<file path="src/include/periph_irq_pkg.sv">
// package: register map, field positions and carriers of the peripheral interrupt enable block
package periph_irq_pkg;

	// ----------------------------------------------------------------
	// register map
	// ----------------------------------------------------------------
	localparam logic [11:0] ENABLE_ADDR  = 12'h08c;
	localparam logic [11:0] FLAG_ADDR    = 12'h090;
	localparam logic [11:0] CONTROL_ADDR = 12'h094;
	localparam logic [7:0]  ENABLE_RESET = 8'h00;
	localparam logic [7:0]  FLAG_RESET   = 8'h00;
	localparam logic [31:0] READ_ZERO    = 32'h00000000;

	// ----------------------------------------------------------------
	// field positions of the enable, flag and control registers
	// ----------------------------------------------------------------
	localparam int TIMER1_OVF_BIT   = 0;
	localparam int TIMER2_MATCH_BIT = 1;
	localparam int CAPCOMP1_BIT     = 2;
	localparam int SERIAL_PORT_BIT  = 3;
	localparam int SERIAL_TX_BIT    = 4;
	localparam int SERIAL_RX_BIT    = 5;
	localparam int RESERVED_BIT     = 6;
	localparam int HOST_PORT_BIT    = 7;
	localparam int MASTER_EN_BIT    = 0;

	// implemented bits: small variant lacks the serial rx/tx enables
	localparam logic [7:0] LARGE_MASK = 8'hbf;
	localparam logic [7:0] SMALL_MASK = 8'h8f;

	// ----------------------------------------------------------------
	// carriers
	// ----------------------------------------------------------------
	typedef struct packed {
		logic [7:0]  enable;
		logic [7:0]  flags;
		logic        master_en;
		logic        irq;
		logic        ready;
		logic [31:0] rdata;
		logic        slverr;
	} irq_state_t;

endpackage

</file>
<file path="src/design/peripheral_interrupt_enable.sv">
// peripheral interrupt enable register with flag capture and apb access
`timescale 1ns/1ps
`default_nettype none
module peripheral_interrupt_enable
	import periph_irq_pkg::*;
#(
	parameter bit LARGE_VARIANT = 1'b1
) (
	input  wire logic        clk_in,
	input  wire logic        reset_in,
	input  wire logic        psel_in,
	input  wire logic        penable_in,
	input  wire logic        pwrite_in,
	input  wire logic [11:0] paddr_in,
	input  wire logic [31:0] pwdata_in,
	input  wire logic [3:0]  pstrb_in,
	input  wire logic [7:0]  event_in,
	output logic             pready_out,
	output logic [31:0]      prdata_out,
	output logic             pslverr_out,
	output logic [7:0]       enable_out,
	output logic             irq_out
);

	// ----------------------------------------------------------------
	// state
	// ----------------------------------------------------------------
	localparam logic [7:0] IMPL_MASK = LARGE_VARIANT ? LARGE_MASK : SMALL_MASK;
	// flags exist only where an enable exists
	localparam logic [7:0] FLAG_MASK = IMPL_MASK;

	irq_state_t state_reg;
	irq_state_t state_next;

	logic       setup;
	logic       access;
	logic       wr_en;
	logic [7:0] set_bits;
	logic [7:0] wbyte;

	assign setup  = psel_in && !penable_in;
	// a write lands only at the edge that completes the transfer
	assign access = psel_in && penable_in && state_reg.ready;
	assign wbyte  = pwdata_in[7:0];

	// ----------------------------------------------------------------
	// next state
	// ----------------------------------------------------------------
	always_comb begin
		state_next = state_reg;
		state_next.ready = 1'b0;
		state_next.slverr = 1'b0;
		state_next.rdata = READ_ZERO;
		wr_en = pstrb_in[0];
		set_bits = event_in & FLAG_MASK;

		// no wait state: answer in the first access cycle after setup
		if (setup) begin
			state_next.ready = 1'b1;
			case (paddr_in)
				ENABLE_ADDR: begin
					state_next.rdata[7:0] = state_reg.enable;
				end
				FLAG_ADDR: begin
					state_next.rdata[7:0] = state_reg.flags;
				end
				CONTROL_ADDR: begin
					state_next.rdata[MASTER_EN_BIT] = state_reg.master_en;
				end
				default: begin
					state_next.slverr = 1'b1;
				end
			endcase
		end
		if (access && pwrite_in && wr_en) begin
			case (paddr_in)
				ENABLE_ADDR: begin
					state_next.enable = wbyte & IMPL_MASK;
				end
				FLAG_ADDR: begin
					// write one to clear; new events beat the clear
					state_next.flags = state_reg.flags & ~wbyte;
				end
				CONTROL_ADDR: begin
					state_next.master_en = wbyte[MASTER_EN_BIT];
				end
				default: begin
					state_next.slverr = 1'b0;
				end
			endcase
		end
		state_next.flags = state_next.flags | set_bits;

		// master enable gates the combined request
		state_next.irq = state_next.master_en && |(state_next.flags & state_next.enable);
	end

	// ----------------------------------------------------------------
	// registers
	// ----------------------------------------------------------------
	always_ff @(posedge clk_in or posedge reset_in) begin
		if (reset_in) begin
			state_reg <= '{enable: ENABLE_RESET, flags: FLAG_RESET, master_en: 1'b0,
				irq: 1'b0, ready: 1'b0, rdata: READ_ZERO, slverr: 1'b0};
		end else begin
			state_reg <= state_next;
		end
	end

	assign pready_out  = state_reg.ready;
	assign prdata_out  = state_reg.rdata;
	assign pslverr_out = state_reg.slverr;
	assign enable_out  = state_reg.enable;
	assign irq_out     = state_reg.irq;

endmodule
`default_nettype wire

</file>
<file path="config.mk">
export PLATFORM = sky130hd
export DESIGN_NAME = peripheral_interrupt_enable
export DESIGN_NICKNAME = d
export VERILOG_FILES = /design/src/include/periph_irq_pkg.sv /design/src/design/peripheral_interrupt_enable.sv
export SDC_FILE = /design/constraint.sdc
export NUM_CORES = 1
export LEC_CHECK = 0
export BUFFER_PORTS_ARGS = -buffer_cell sky130_fd_sc_hd__buf_2
export CAP_MARGIN = 20
export CORE_AREA = 2 2 66 68
export DETAILED_ROUTE_END_ITERATION = 10
export DIE_AREA = 0 0 68 70
export PLACE_DENSITY = 0.82
export SLEW_MARGIN = 20
export SYNTH_ARGS = -nofsm -noshare
export SYNTH_HDL_FRONTEND = slang
export SYNTH_SLANG_ARGS = --single-unit
</file>
<file path="constraint.sdc">
create_clock -name clk_in -period 2 [get_ports clk_in]
set_input_delay 0.3 -clock clk_in [delete_from_list [all_inputs] [get_ports clk_in]]
set_output_delay 0.3 -clock clk_in [all_outputs]
set_load 0.005 [all_outputs]
</file>
==> flow_summary.json <==
{
  "finalHoldViolCount": 0,
  "max_stage_delay_ns": 0.37,
  "synth_ff_type": "dfrtp_1",
  "crit_path_cell_trace": "nand2_1, nand4bb_1, buf_4, or2_1, mux2_1, a211oi_2, a41oi_1",
  "synth.avg_cell_area_sq_um": 9.33,
  "io_buffers": 51,
  "grt_pass1_vias": 1392,
  "fin_nets": 293,
  "wl_per_cell_um": 13.2,
  "status": "finished clean",
  "io_pins": 104,
  "grt_util_all_layers_pct": 16.8,
  "finalCritPeriodShare_pct": 95.1,
  "grt_overflow": 0,
  "syn-cell-area_sq_um": 1670,
  "start_kind": "flip-flop",
  "maxCapViolCount": 0,
  "finalSetupTns_ns": 0,
  "fin_skew_ns": 0.00261,
  "leakage_uw": 0.00102,
  "drive_gt1_share_pct": 33.8,
  "num_vias": 1376,
  "ys_types": 43,
  "peakVddDrop_uv": 218,
  "antenna_found_initial": 0,
  "diodes": 0,
  "tritoncts": "yes",
  "critical_path.top_delay_family": "simple AND/OR/NAND/NOR gates",
  "fmax_ghz": 0.526,
  "finalCriticalPeriod_ns": 1.90,
  "clockBufferDepth": 2,
  "hold_slack_ns": 0.0694,
  "synth-edff-count": 0,
  "seq_area_frac_synth_pct": 41.9,
  "cts_made_buffers": 3,
  "yosysWarningCount": 0,
  "drtAntennaViolNets": 0,
  "cts-root-buf": "clkbuf_8",
  "dr.pass1.iters": 4,
  "crit_arrival_ns": 2.04,
  "clkSinkCount": 28,
  "die_area_sq_um": 4760,
  "clk_latency_ns": 0.27,
  "drt-total-wl_mm": 3.74,
  "row_count": 24,
  "viasPerCell": 4.86,
  "cts-resized-gates": 0,
  "syn_to_final_growth_pct": 17.5,
  "cp.required_ns": 2.14,
  "setup_viol_count_final": 0,
  "place.gp.congestion": 0.868,
  "die_x_um": 68,
  "die_h_um": 70,
  "cts_hold_buf": 0,
  "drt-initial-drc-count": 77,
  "p_per_area_nw_per_um2": 565,
  "grt_pass1_wl_mm": 6.18,
  "synth_seq_cells": 28,
  "drv_slew": 0,
  "hpwl_mm": 2.98,
  "grt_max_degree": 29,
  "drc": 0,
  "cp-end-kind": "flip-flop",
  "rsz0062_at_grt": "no",
  "clkTransAtPathRegs_ns": 0.10,
  "cts_setup_buffers": 0,
  "start_util_pct": 40.3,
  "hp-class": "input pin to asynchronous set/reset pin",
  "cp_slowest_cell": "mux2_1",
  "core_area_sq_um": 4140,
  "path_max_fanout": 7,
  "largest_reg_flops": 9,
  "synthCells": 179,
  "cts.htree.levels": 1,
  "path_buf_inv": 1,
  "crit_type": "flip-flop to flip-flop",
  "synthArstFlopShare_pct": 100
}
where the power goes:
| part | internal [uW] | switching (uW) | leakage, uW | total [uW] |
|---|---|---|---|---|
| Clock | 268 | 174 | 0.0000357 | 442 |
| Sequential | 568 | 0.606 | 0.000353 | 568 |
| Combinational | 42.8 | 56.9 | 0.000630 | 99.6 |
| Total | 878 | 232 | 0.00102 | 1110 |
cell type report:
class	instances	area [sq um]
fill	390	2180
multi-input combinational	121	702
sequential	28	701
timing repair buffer	69	390
tap	52	65.1
clock buffer	3	41.3
inverter	9	33.8
clock inverter	1	30.0
cell usage in the layout, fill, tap and decap left out, drive strengths merged, types with 2 or more instances in the layout:
cell and instances:
and2 2, nand2b 2, nor3b 2, a21o 4, nor2 18, mux2 2, nor4 2, o21ai 8
a31oi 3, nor4b 2, and3 2, dfrtp 28, a22oi 8, a21oi 3, conb 24, clkbuf 3
inv 9, nand2 17, buf 69, a22o 2, and3b 2
layer usage:
layer	wire length, um	global-route usage [%]
met5	0	0
met1	1450	20.4
met2	1910	29.2
met3	288	2.90
met4	87	6.00
stage by stage:
stage | util, % | std cells | cell area [sq um] | setup WS [ns] | total power (uW)
2_1_floorplan | - | 202 | 1760 | 0.129 | 653
3_3_place_gp | 45.7 | 279 | 1890 | -0.124 | 677
3_5_place_dp | 45.7 | 279 | 1890 | -0.143 | 679
4_1_cts | 47.4 | 283 | 1960 | 0.100 | 1110
5_1_grt | 47.4 | 283 | 1960 | 0.0196 | 1160
6_report | 47.4 | 283 | 1960 | 0.0985 | 1110
synthesized netlist by cell type, types with 3 or more instances:
master / count / share of area, %
a31oi_1: 3 / 1.1
buf_4: 41 / 18
a21oi_1: 3 / 0.90
a21o_1: 4 / 1.8
inv_1: 9 / 2.0
a22oi_1: 8 / 3.6
nand2_1: 17 / 3.8
o21ai_0: 8 / 2.4
nor2_1: 18 / 4.0
dfrtp_1: 28 / 42
kinds of logic after synthesis:
kind of cell | synth area share [%]
AOI/OAI and AO/OA | 16.5
buffers and inverters | 21.2
DFF | 41.9
muxes | 1.95
other | 0.225
and+or+nand+nor | 18.2
path summary, 6_finish.rpt:
check	from	cells after the start	endpoint	slack (ns)
min in group clk_in	pwdata_in[6]	2	state_reg[42]	0.23
max in group asynchronous	reset_in	3	enable_out[1]	1.68
setup / recovery	pready_out	7	irq_out	0.1
hold reg to reg	state_reg[35]	2	state_reg[35]	0.54
setup reg to reg	pready_out	7	irq_out	0.1
hold / removal	reset_in	3	state_reg[39]	0.07
worst register-to-register path, cell delays in order (launching register included):
cell and delay, ns:
dfrtp_1 0.35, nand2_1 0.08, nand4bb_1 0.17, buf_4 0.18
or2_1 0.28, mux2_1 0.37, a211oi_2 0.20, a41oi_1 0.15
(Power assumes the default switching activity.)
